[config.mk]
export PLATFORM = sky130hd
export DESIGN_NAME = trigger_key_control
export DESIGN_NICKNAME = d
export VERILOG_FILES = /design/src/design/sync_timer.v /design/src/design/key_input.v /design/src/design/trigger_key_control.v
export VERILOG_INCLUDE_DIRS = /design/src /design/src/design
export SDC_FILE = /design/constraint.sdc
export NUM_CORES = 1
export LEC_CHECK = 0
export BUFFER_PORTS_ARGS = -buffer_cell sky130_fd_sc_hd__buf_2
export CAP_MARGIN = 0
export CORE_MARGIN = 1.5
export CORE_UTILIZATION = 50
export DETAILED_ROUTE_END_ITERATION = 12
export PLACE_DENSITY = 0.72
export SLEW_MARGIN = 5
export SYNTH_ARGS = -nofsm -noshare
export SYNTH_HDL_FRONTEND = slang
export SYNTH_SLANG_ARGS = --single-unit
[constraint.sdc]
create_clock -name clk_i -period 7.8 [get_ports clk_i]
set_input_delay 1.17 -clock clk_i [delete_from_list [all_inputs] [get_ports clk_i]]
set_output_delay 1.17 -clock clk_i [all_outputs]
set_load 0.03 [all_outputs]
[src/design/trigger_key_defs.vh]
// constants for the trigger and key input control block
`ifndef TRIGGER_KEY_DEFS_VH
`define TRIGGER_KEY_DEFS_VH

// clock rate in kHz
`define CLK_KHZ          20000
// trigger pulse limits in ms
`define TRIG_MIN_MS      150
`define TRIG_MAX_MS      10000
// key press limits in ms
`define KEY_BRIEF_MS     200
`define KEY_LONG_MS      3000
// flashing decimal point half period in ms
`define BLINK_MS         500
// derived cycle counts
`define TRIG_MIN_CYC     (`TRIG_MIN_MS * `CLK_KHZ)
`define TRIG_MAX_CYC     (`TRIG_MAX_MS * `CLK_KHZ)
`define KEY_BRIEF_CYC    (`KEY_BRIEF_MS * `CLK_KHZ)
`define KEY_LONG_CYC     (`KEY_LONG_MS * `CLK_KHZ)
`define BLINK_CYC        (`BLINK_MS * `CLK_KHZ)

// register offsets
`define REG_CTRL         4'h0
`define REG_STATUS       4'h1
`define REG_LIMIT1       4'h2
`define REG_LIMIT2       4'h3
`define REG_AOUT_LO      4'h4
`define REG_AOUT_HI      4'h5
`define REG_KEYS         4'h6
`define REG_VALUE        4'h7

// control register fields
`define CTRL_ACT_LSB     0
`define CTRL_ACT_MSB     1
`define CTRL_REL1_POL    2
`define CTRL_REL2_POL    3
`define CTRL_AOUT_MAX    4
`define CTRL_SHOW_MAX    5
`define CTRL_RESET       16'h0000

// trigger actions
`define ACT_NONE         2'h0
`define ACT_TARE         2'h1
`define ACT_PEAK         2'h2
`define ACT_BOTH         2'h3

// status register fields
`define ST_TRIG          0
`define ST_NET           1
`define ST_SETUP         2
`define ST_LIM1          3
`define ST_LIM2          4
`define ST_SHOW_MAX      5

// telegram status layout
`define TG_HEADER        2'h3

`endif

[src/design/sync_timer.v]
// two-flop synchroniser with a high-time counter and pulse qualifier
`timescale 1ns/1ps
module sync_timer #(
	parameter CW     = 28,
	parameter MIN_C  = 3000000,
	parameter MAX_C  = 200000000,
	parameter INVERT = 0
) (
	// clock and reset
	input  wire          clk_i,
	input  wire          nrst_i,
	// raw pin
	input  wire          pin_i,
	// synchronised active level and events
	output reg           level_o,
	output reg           short_o,
	output reg           long_o,
	output reg           valid_o
);
	reg          meta;
	reg          sync;
	reg [CW-1:0] cnt;
	reg          min_seen;
	reg          max_seen;
	wire         act;

	assign act = INVERT ? ~sync : sync;

	always @(posedge clk_i) begin
		if (!nrst_i) begin
			meta     <= 1'b0;
			sync     <= 1'b0;
			level_o  <= 1'b0;
			cnt      <= {CW{1'b0}};
			min_seen <= 1'b0;
			max_seen <= 1'b0;
			short_o  <= 1'b0;
			long_o   <= 1'b0;
			valid_o  <= 1'b0;
		end else begin
			meta    <= pin_i;
			sync    <= meta;
			level_o <= act;
			short_o <= 1'b0;
			long_o  <= 1'b0;
			valid_o <= 1'b0;
			if (act) begin
				if (!max_seen)
					cnt <= cnt + {{(CW-1){1'b0}}, 1'b1};
				if (cnt == MIN_C[CW-1:0] - {{(CW-1){1'b0}}, 1'b1}) begin
					min_seen <= 1'b1;
					short_o  <= 1'b1;
				end
				// the counter parks one count past the limit, so flag it only once
				if (cnt == MAX_C[CW-1:0] && !max_seen) begin
					max_seen <= 1'b1;
					long_o   <= 1'b1;
				end
			end else begin
				// falling edge qualifies the pulse once
				if (level_o && min_seen && !max_seen)
					valid_o <= 1'b1;
				cnt      <= {CW{1'b0}};
				min_seen <= 1'b0;
				max_seen <= 1'b0;
			end
		end
	end
endmodule

[src/design/key_input.v]
// external key reader: brief and long press classification
`timescale 1ns/1ps
`include "trigger_key_defs.vh"
module key_input #(
	parameter NKEY    = 3,
	parameter BRIEF_C = 4000000,
	parameter LONG_C  = 60000000
) (
	// clock and reset
	input  wire            clk_i,
	input  wire            nrst_i,
	// active-low key pins, open reads high
	input  wire [NKEY-1:0] key_n_i,
	// pressed level and press events
	output wire [NKEY-1:0] held_o,
	output wire [NKEY-1:0] brief_o,
	output wire [NKEY-1:0] long_o
);
	genvar k;
	generate
		for (k = 0; k < NKEY; k = k + 1) begin : g_key
			sync_timer #(
				.CW     (28),
				.MIN_C  (BRIEF_C),
				.MAX_C  (LONG_C),
				.INVERT (1)
			) u_tim (
				.clk_i   (clk_i),
				.nrst_i  (nrst_i),
				.pin_i   (key_n_i[k]),
				.level_o (held_o[k]),
				.short_o (brief_o[k]),
				.long_o  (long_o[k]),
				.valid_o ()
			);
		end
	endgenerate
endmodule

[src/design/trigger_key_control.v]
// trigger dispatch, key input, limit indicators and display marks
//
// Operation
// every telegram carries the present trigger level as status bit
// four stored trigger actions: none, tare, peak reset, both
// tare action zeroes the value and selects net indication
// peak action reloads the maximum from the instantaneous value
// combined action tares and reloads the maximum on one pulse
// actions start only on a high-going trigger pulse
// the far side holds each pulse high 150 ms to 10 s
// the action runs whether value or maximum is displayed
// an open trigger input reads low
// limit LEDs light while their limit is exceeded
// stored per-relay choice of closing or opening on a limit
// external keys act parallel to front keys, pressed when low
// an open key input reads high, key released
// setup and calibration entry only while the strap is grounded
// strap open locks out setup and calibration
// analog span maps a chosen range; follows value or maximum
// maximum indication shows a flashing right-hand decimal point
// leading zero digits are blanked on value indication
// presses of 0.2 s are brief, 3 s long; brief runs first
// trigger is synchronised; too short or too long pulses ignored
// one action per qualifying pulse, not repeated while high
`timescale 1ns/1ps
`include "trigger_key_defs.vh"
module trigger_key_control #(
	parameter TRIG_MIN_C  = `TRIG_MIN_CYC,
	parameter TRIG_MAX_C  = `TRIG_MAX_CYC,
	parameter KEY_BRIEF_C = `KEY_BRIEF_CYC,
	parameter KEY_LONG_C  = `KEY_LONG_CYC,
	parameter BLINK_C     = `BLINK_CYC,
	parameter VW          = 14
) (
	// clock and reset
	input  wire          clk_i,
	input  wire          nrst_i,
	// register port
	input  wire [3:0]    addr_i,
	input  wire [15:0]   wdata_i,
	input  wire          wr_i,
	input  wire          rd_i,
	output reg  [15:0]   rdata_o,
	// pins from the outside world
	input  wire          trig_i,
	input  wire [2:0]    key_n_i,
	input  wire          setup_n_i,
	// measurement side
	input  wire [VW-1:0] value_i,
	input  wire          sample_i,
	// telegram first byte
	output reg  [7:0]    tg_byte_o,
	output reg           tg_valid_o,
	// actions to the measurement core
	output reg           tare_o,
	output reg           peak_reset_o,
	// indicators
	output reg           led1_o,
	output reg           led2_o,
	output reg           relay1_o,
	output reg           relay2_o,
	output reg           net_o,
	output reg           dp_o,
	output reg  [3:0]    digit_blank_o,
	output reg  [VW-1:0] aout_o,
	// key events and setup gate
	output reg  [2:0]    key_brief_o,
	output reg  [2:0]    key_long_o,
	output reg           setup_ok_o
);
	// stored settings
	reg  [15:0]   ctrl;
	reg  [VW-1:0] limit1;
	reg  [VW-1:0] limit2;
	reg  [VW-1:0] aout_lo;
	reg  [VW-1:0] aout_hi;
	// working state
	reg  [VW-1:0] peak;
	reg  [VW-1:0] tare_val;
	reg           net;
	reg           setup_meta;
	reg           setup_sync;
	reg  [27:0]   blink_cnt;
	reg           blink;
	reg  [VW-1:0] next_aout;
	reg  [VW-1:0] src;
	reg  [VW-1:0] net_val;
	wire          trig_lvl;
	wire          trig_valid;
	wire [2:0]    held;
	wire [2:0]    brief;
	wire [2:0]    long_p;
	wire [1:0]    act;
	wire          do_tare;
	wire          do_peak;
	wire          lim1;
	wire          lim2;
	wire          setup_ok;

	// blanking mask for a four-digit decimal indication
	function [3:0] blank_mask;
		input [VW-1:0] v;
		begin
			if (v >= 14'd1000)
				blank_mask = 4'h0;
			else if (v >= 14'd100)
				blank_mask = 4'h8;
			else if (v >= 14'd10)
				blank_mask = 4'hC;
			else
				blank_mask = 4'hE;
		end
	endfunction

	// trigger pin: low when open, timed after two flops
	sync_timer #(
		.CW     (28),
		.MIN_C  (TRIG_MIN_C),
		.MAX_C  (TRIG_MAX_C),
		.INVERT (0)
	) u_trig (
		.clk_i   (clk_i),
		.nrst_i  (nrst_i),
		.pin_i   (trig_i),
		.level_o (trig_lvl),
		.short_o (),
		.long_o  (),
		.valid_o (trig_valid)
	);

	key_input #(
		.NKEY    (3),
		.BRIEF_C (KEY_BRIEF_C),
		.LONG_C  (KEY_LONG_C)
	) u_keys (
		.clk_i   (clk_i),
		.nrst_i  (nrst_i),
		.key_n_i (key_n_i),
		.held_o  (held),
		.brief_o (brief),
		.long_o  (long_p)
	);

	assign act      = ctrl[`CTRL_ACT_MSB:`CTRL_ACT_LSB];
	// display mode is not consulted here
	assign do_tare  = trig_valid &&
		(act == `ACT_TARE || act == `ACT_BOTH);
	assign do_peak  = trig_valid &&
		(act == `ACT_PEAK || act == `ACT_BOTH);
	assign lim1     = ($signed({1'b0, net_val}) > $signed({1'b0, limit1}));
	assign lim2     = ($signed({1'b0, net_val}) > $signed({1'b0, limit2}));
	assign setup_ok = ~setup_sync;

	always @* begin
		net_val = net ? (value_i - tare_val) : value_i;
		src     = ctrl[`CTRL_AOUT_MAX] ? peak : net_val;
		if (src <= aout_lo)
			next_aout = {VW{1'b0}};
		else if (src >= aout_hi)
			next_aout = aout_hi - aout_lo;
		else
			next_aout = src - aout_lo;
	end

	// register writes and persistent settings
	always @(posedge clk_i) begin
		if (!nrst_i) begin
			ctrl    <= `CTRL_RESET;
			limit1  <= {VW{1'b1}};
			limit2  <= {VW{1'b1}};
			aout_lo <= {VW{1'b0}};
			aout_hi <= {VW{1'b1}};
		end else if (wr_i) begin
			case (addr_i)
			`REG_CTRL:    ctrl    <= wdata_i;
			`REG_LIMIT1:  limit1  <= wdata_i[VW-1:0];
			`REG_LIMIT2:  limit2  <= wdata_i[VW-1:0];
			`REG_AOUT_LO: aout_lo <= wdata_i[VW-1:0];
			`REG_AOUT_HI: aout_hi <= wdata_i[VW-1:0];
			default:      ctrl    <= ctrl;
			endcase
		end
	end

	// register reads, data stand one cycle later
	always @(posedge clk_i) begin
		if (!nrst_i) begin
			rdata_o <= 16'h0000;
		end else if (rd_i) begin
			case (addr_i)
			`REG_CTRL:    rdata_o <= ctrl;
			`REG_STATUS:  rdata_o <= {10'h000, ctrl[`CTRL_SHOW_MAX],
				led2_o, led1_o, setup_ok, net, trig_lvl};
			`REG_LIMIT1:  rdata_o <= {{(16-VW){1'b0}}, limit1};
			`REG_LIMIT2:  rdata_o <= {{(16-VW){1'b0}}, limit2};
			`REG_AOUT_LO: rdata_o <= {{(16-VW){1'b0}}, aout_lo};
			`REG_AOUT_HI: rdata_o <= {{(16-VW){1'b0}}, aout_hi};
			`REG_KEYS:    rdata_o <= {13'h0000, held};
			`REG_VALUE:   rdata_o <= {{(16-VW){1'b0}}, peak};
			default:      rdata_o <= 16'h0000;
			endcase
		end else begin
			rdata_o <= 16'h0000;
		end
	end

	// tare and peak memory
	always @(posedge clk_i) begin
		if (!nrst_i) begin
			tare_val <= {VW{1'b0}};
			net      <= 1'b0;
			peak     <= {VW{1'b0}};
		end else begin
			if (do_tare) begin
				tare_val <= value_i;
				net      <= 1'b1;
			end
			if (do_peak)
				peak <= net_val;
			else if (sample_i && net_val > peak)
				peak <= net_val;
		end
	end

	// setup strap through two flops; open reads high
	always @(posedge clk_i) begin
		if (!nrst_i) begin
			setup_meta <= 1'b1;
			setup_sync <= 1'b1;
		end else begin
			setup_meta <= setup_n_i;
			setup_sync <= setup_meta;
		end
	end

	// decimal point blink timer
	always @(posedge clk_i) begin
		if (!nrst_i) begin
			blink_cnt <= 28'h0000000;
			blink     <= 1'b0;
		end else if (blink_cnt == BLINK_C[27:0] - 28'h0000001) begin
			blink_cnt <= 28'h0000000;
			blink     <= ~blink;
		end else begin
			blink_cnt <= blink_cnt + 28'h0000001;
		end
	end

	// registered outputs
	always @(posedge clk_i) begin
		if (!nrst_i) begin
			tg_byte_o     <= 8'h00;
			tg_valid_o    <= 1'b0;
			tare_o        <= 1'b0;
			peak_reset_o  <= 1'b0;
			led1_o        <= 1'b0;
			led2_o        <= 1'b0;
			relay1_o      <= 1'b0;
			relay2_o      <= 1'b0;
			net_o         <= 1'b0;
			dp_o          <= 1'b0;
			digit_blank_o <= 4'h0;
			aout_o        <= {VW{1'b0}};
			key_brief_o   <= 3'h0;
			key_long_o    <= 3'h0;
			setup_ok_o    <= 1'b0;
		end else begin
			tg_valid_o    <= sample_i;
			tg_byte_o     <= {`TG_HEADER, 3'h0, trig_lvl,
				value_i[13:12]};
			tare_o        <= do_tare;
			peak_reset_o  <= do_peak;
			led1_o        <= lim1;
			led2_o        <= lim2;
			relay1_o      <= lim1 ^ ctrl[`CTRL_REL1_POL];
			relay2_o      <= lim2 ^ ctrl[`CTRL_REL2_POL];
			net_o         <= net;
			dp_o          <= ctrl[`CTRL_SHOW_MAX] & blink;
			digit_blank_o <= ctrl[`CTRL_SHOW_MAX] ? 4'h0 :
				blank_mask(net_val);
			aout_o        <= next_aout;
			key_brief_o   <= brief;
			key_long_o    <= long_p;
			setup_ok_o    <= setup_ok;
		end
	end
endmodule

==> results of run 1 <==
[cell type report]
class | instances | share of cell area (%)
diodes | 2 | 0.02695
multi-input cells | 1482 | 50.54
clock buffers | 51 | 5.531
well taps | 442 | 2.978
clock inverters | 11 | 0.7950
flip-flops and latches | 321 | 34.60
inverters | 126 | 2.547
repair buffers | 106 | 2.978
[power breakdown]
part / total (mW) / switching, mW / leakage [nW] / internal, mW
registers: 1.70 / 0.0214 / 2.60 / 1.68
clock network: 1.69 / 0.675 / 0.577 / 1.02
logic: 0.383 / 0.250 / 4.22 / 0.133
total: 3.77 / 0.947 / 7.40 / 2.83
[logic make-up (layout without fill, tap and decap cells)]
group | count (synthesis) | count (layout) | synth area share (%)
AOI/OAI and AO/OA | 357 | 357 | 13.99
muxes | 31 | 31 | 2.059
buffers and inverters | 206 | 294 | 4.828
DFF | 321 | 321 | 38.74
and+or+nand+nor | 843 | 843 | 24.78
xor gates and xnor gates | 140 | 140 | 7.392
other | 1 | 6 | 0.02261
adders and majority gates | 107 | 107 | 8.192
[layer usage]
layer,up-vias,GRT usage [%],share of wire [%]
met5,-,0,0
met4,0,8.228,2.9
met3,76,4.562,7.3
met2,449,42.35,44
met1,6787,35.89,45
li1,7104,-,-
[critical path, cell delays in order]
cell	delay, ns
buf_2	0.09
inv_1	0.04
ha_1	0.20
fa_1	0.40
nor2b_1	0.13
o21a_1	0.15
o21ai_2	0.10
a211o_1	0.31
a311o_1	0.36
o221ai_1	0.19
nor2_1	0.07
a21oi_1	0.31
ha_1	0.33
nor2_1	0.17
a21oi_1	0.05
o21ai_0	0.24
nand3_1	0.48
and3_1	0.38
a2111oi_0	0.37
[per-stage QoR]
step | hold WS [ns] | total power [mW] | utilization (%) | cell area, um2 | cells
after floorplan | 0.3863 | 1.991 | - | 16600 | 2009
after global placement | 0.4110 | 2.102 | 53.32 | 17390 | 2477
after detailed placement | 0.4089 | 2.107 | 53.32 | 17390 | 2477
after CTS | 0.4312 | 3.797 | 56.92 | 18570 | 2539
after global routing | 0.4445 | 3.914 | 56.92 | 18570 | 2539
final | 0.4293 | 3.773 | 56.94 | 18570 | 2541
[state kept, by name, summed over array words and instances (netlist names), 4 cells and up]
signal	cells
aout_lo	14
blink_cnt	28
limit2	14
aout_o	14
aout_hi	14
u_keys.g_key.u_tim.cnt	84
u_trig.cnt	28
limit1	14
rdata_o	16
tare_val	14
tg_byte_o	4
peak	14
ctrl	16
[final timing paths]
| path | startpoint | endpoint | slack, ns | depth (start not counted) |
|---|---|---|---|---|
| setup / recovery | value_i[0] | aout_o[12] | 2.63 | 19 |
| hold / removal | u_keys.g_key[1].u_tim.meta | u_keys.g_key[1].u_tim.sync | 0.43 | 1 |
| setup reg to reg | tare_val[0] | aout_o[12] | 3.12 | 17 |
| hold reg to reg | u_keys.g_key[1].u_tim.meta | u_keys.g_key[1].u_tim.sync | 0.43 | 1 |
[Yosys cell counts, drive strengths merged (26+ instances only)]
cell,count,area [um2]
dfxtp,321,6426
nand2,258,970.9
nor2,219,822.0
a21oi,127,635.6
inv,126,473.0
ha,103,1289
xor2,76,665.6
nand3,68,345.3
xnor2,64,560.5
clkbuf,63,236.5
o21ai,63,319.1
o211ai,47,352.8
nand4,40,250.2
and3,37,231.5
and2,34,212.7
nor3,33,165.2
nor2b,30,195.2
nor4,28,193.9
or3,26,170.2
==> impl_metrics.py, run 1 <==
metrics = {
    "run_status": {
        "status": "complete, no violations",
    },
    "clock_network": {
        "hold_buffers": 0,
        "cts_max_level": 2,
        "insertion_delay_ns": 0.52,
        "post_cts_resized": 0,
        "cts.sinks": 321,
        "clockRootBuffer": "clkbuf_16",
        "clk_path_buf_depth": 3,
        "cts_setup_buffers": 0,
        "cts_made_buffers": 36,
        "cts_tree": "built",
        "clk_pin_slew_ns": 0.06,
    },
    "critical_path": {
        "required_ns": 8.19,
        "arrival_ns": 5.56,
        "crit_fanout": 14,
        "crit_type": "in -> reg",
        "crit_path_start_kind": "input port",
        "end_kind": "register",
    },
    "floorplanning": {
        "start_util_pct": 50.85,
        "dieArea_um2": 34280,
        "io_pins": 102,
        "core-area_um2": 32620,
        "num_rows": 66,
        "fp.dieW_um": 185.1,
        "die_h_um": 185.1,
    },
    "timing": {
        "period_share_pct": 66.34,
        "tns_ns": 0,
        "maxSlewViolCount": 0,
        "fin_crit_ns": 5.175,
        "hold_viol": 0,
        "tightest_slew_ns": 1.242,
        "finClkSkew_ns": 0.01485,
        "relSlewSlack_pct": 17.14,
        "rsz0062_at_grt": "false",
        "setup_viol": 0,
        "fmax_mhz": 193.2,
        "worst_slack_ns": 2.625,
    },
    "yosys": {
        "synth_cells": 2006,
        "synth_edf_count": 0,
        "ys_types": 84,
        "ys_ff_latch": 321,
        "synth_area_um2": 16590,
        "async_flop_share_pct": 0,
        "postSynthAreaPerCell_um2": 8.269,
        "synth.yosys.seq_area_share_pct": 38.74,
        "yosysWarnings": 0,
        "synthFlopType": "dfxtp_1",
    },
    "finish": {
        "final_cell_mix": "321 x dfxtp_1, 257 x nand2_1, 219 x nor2_1, 127 x a21oi_1, 125 x inv_1",
        "multi_input_area_um2": 9387,
        "final_common_cell": "dfxtp_1",
        "regArea_um2": 6426,
        "fill_cells": 2967,
        "area_growth_pct": 11.96,
        "nets": 2223,
        "drive_above_1_share_pct": 9.824,
    },
    "placement": {
        "port_buffers": 97,
        "gp_congestion": 1.021,
        "dp_hpwl_um": 32330,
        "preCtsSetupSlack_ns": 2.165,
    },
    "pwr": {
        "p_leak_nw": 7.400,
        "worst_ir_drop_vdd_v": 0.0001481,
        "powerDensity_nw_per_um2": 203.2,
    },
    "routing": {
        "drt_first_pass_iters": 6,
        "first_iter_violations": 1250,
        "vias": 14416,
        "viasPerCell": 5.673,
        "wl_um": 44490,
        "drc": 0,
        "drtAntennaViolNets": 0,
        "wire_per_inst_um": 17.51,
    },
    "grt": {
        "groute.usage.overall_pct": 26.34,
        "first_global_vias": 13699,
        "grt_max_degree": 54,
        "gr-total-overflow": 0,
        "grt_pass1_wl_um": 72000,
        "antenna_found_initial": 1,
    },
    "hold_path": {
        "hold_class": "reg -> reg",
    },
    "run": {
        "maxCapViolations": 0,
    },
}
(Power assumes the default switching activity.)
==> inputs of run 2 (changes only) <==
- clock period: 7.8 -> 4.91 ns (I/O delays scaled with it)
==> run 2 against run 1 <==
  * Total power up 62%
  * Utilization up 0.66 points
  * Non-clock buffer count up 21
  * Die area unchanged
  * Clock power up 64%
==> impl_metrics.py, run 2 (synthesized netlist as in run 1, its figures left out) <==
metrics = {
    "timing": {
        "period_share_pct": 88.35,
        "hold_viol": 0,
        "worst_slack_ns": 0.5720,
        "hold_ws_ns": 0.3891,
        "rsz0062_at_grt": "false",
        "fmax_mhz": 230.5,
        "tightest_slew_ns": 1.192,
        "relSlewSlack_pct": 20.54,
        "maxSlewViolCount": 0,
        "fin_crit_ns": 4.338,
        "finClkSkew_ns": 0.01395,
        "setup_viol": 0,
        "tns_ns": 0,
    },
    "finish": {
        "reg_top3": "u_keys.g_key.u_tim.cnt: 84 flops, blink_cnt: 28 flops, u_trig.cnt: 28 flops",
        "fill_cells": 3032,
        "multi_input_area_um2": 9378,
        "regArea_um2": 6426,
        "largest_register_ffs": 84,
        "final_common_cell": "dfxtp_1",
        "largest_register": "u_keys.g_key.u_tim.cnt",
        "drive_above_1_share_pct": 10.98,
        "area_growth_pct": 13.27,
        "final_cell_mix": "321 x dfxtp_1, 257 x nand2_1, 219 x nor2_1, 127 x a21oi_1, 125 x inv_1",
        "nets": 2245,
    },
    "floorplanning": {
        "dieArea_um2": 34280,
        "num_rows": 66,
        "core-area_um2": 32620,
        "fp.dieW_um": 185.1,
        "io_pins": 102,
        "die_h_um": 185.1,
        "start_util_pct": 50.85,
    },
    "grt": {
        "grt_pass1_wl_um": 72480,
        "groute.usage.overall_pct": 26.77,
        "antenna_found_initial": 2,
        "grt_max_degree": 52,
        "top_usage_layer": "met2",
        "grt.met3_usage_pct": 4.817,
        "gr-total-overflow": 0,
        "grtUsageMet2_pct": 42.96,
        "first_global_vias": 13629,
        "met1_usage_pct": 36.59,
    },
    "critical_path": {
        "crit_type": "in -> reg",
        "r2r-end": "aout_o[12]",
        "crit_fanout": 10,
        "arrival_ns": 4.74,
        "required_ns": 5.32,
        "crit_path_start_kind": "input port",
        "end_kind": "register",
        "r2r_slack_ns": 0.62,
        "r2r_start": "tare_val[0]",
        "reg2reg_depth": 17,
    },
    "routing": {
        "drt_first_pass_iters": 7,
        "drtAntennaViolNets": 0,
        "wire_per_inst_um": 17.81,
        "drc": 0,
        "wl_um": 45710,
        "viasPerCell": 5.673,
        "first_iter_violations": 1114,
        "vias": 14558,
    },
    "clock_network": {
        "cts_max_level": 2,
        "cts.sinks": 321,
        "hold_buffers": 0,
        "insertion_delay_ns": 0.53,
        "cts_tree": "built",
        "clk_path_buf_depth": 3,
        "post_cts_resized": 0,
        "cts_made_buffers": 37,
        "cts_setup_buffers": 0,
        "clk_pin_slew_ns": 0.06,
        "clockRootBuffer": "clkbuf_16",
    },
    "pwr": {
        "p_leak_nw": 7.535,
        "worst_ir_drop_vdd_v": 0.0003015,
        "totalPowerFinal_mw": 6.112,
        "powerDensity_nw_per_um2": 325.3,
    },
    "placement": {
        "dp_hpwl_um": 33720,
        "gp_congestion": 0.9881,
        "preCtsSetupSlack_ns": 0.1102,
        "port_buffers": 97,
    },
    "run": {
        "maxCapViolations": 0,
    },
    "run_status": {
        "status": "complete, no violations",
    },
    "hold_path": {
        "hold_end": "setup_meta",
        "hold_path_startpoint": "setup_n_i",
        "hold_class": "in -> reg",
        "worstHoldPathCells": 2,
    },
}
run 2: how the worst max path moves through the flow:
| stage | start | to | cells after the start |
|---|---|---|---|
| finish | value_i[0] | aout_o[12] | 19 |
| global route | value_i[0] | aout_o[12] | 19 |
| CTS | value_i[0] | aout_o[12] | 19 |
| detailed placement | value_i[0] | aout_o[12] | 19 |
| global placement | value_i[0] | aout_o[13] | 19 |
| floorplan | value_i[0] | aout_o[13] | 18 |
run 2: layer usage:
layer / vias up / routed length [um]
met3: 92 / 3325
met1: 6823 / 20760
li1: 7147 / -
met4: 0 / 1227
met2: 496 / 20400
met5: - / 0
run 2: power breakdown:
group	switching (mW)	leakage, nW	internal [mW]
Combinational	0.409	4.32	0.224
Sequential	0.0348	2.60	2.66
Clock	1.12	0.611	1.66
run 2: stage by stage:
step	utilization, %	instances	instance area, um2
final	57.60	2566	18790
after global routing	57.58	2564	18780
after CTS	57.58	2564	18780
after detailed placement	53.77	2498	17540
after global placement	53.77	2498	17540
after floorplan	-	2009	16600
run 2: cell type report:
cell class	count	share of cell area [%]
antenna	2	0.02664
inverter	126	2.517
multi-input combinational	1482	49.91
clock inverter	14	0.8458
clock buffer	52	5.767
tap	442	2.944
timing repair buffer	127	3.783
sequential	321	34.20
run 2: worst max-delay path: stages:
cell and delay [ns]:
buf_2 0.09, inv_1 0.04, ha_1 0.21, fa_1 0.41, nor2b_1 0.13, o21a_1 0.15, o21ai_2 0.10, a211o_1 0.31
a311o_1 0.36, o221ai_1 0.10, nor2_1 0.07, a21oi_1 0.33, ha_1 0.34, nor2_1 0.17, a21oi_1 0.05, o21ai_0 0.26
and3_1 0.44, nor3_1 0.09, a2111oi_0 0.34
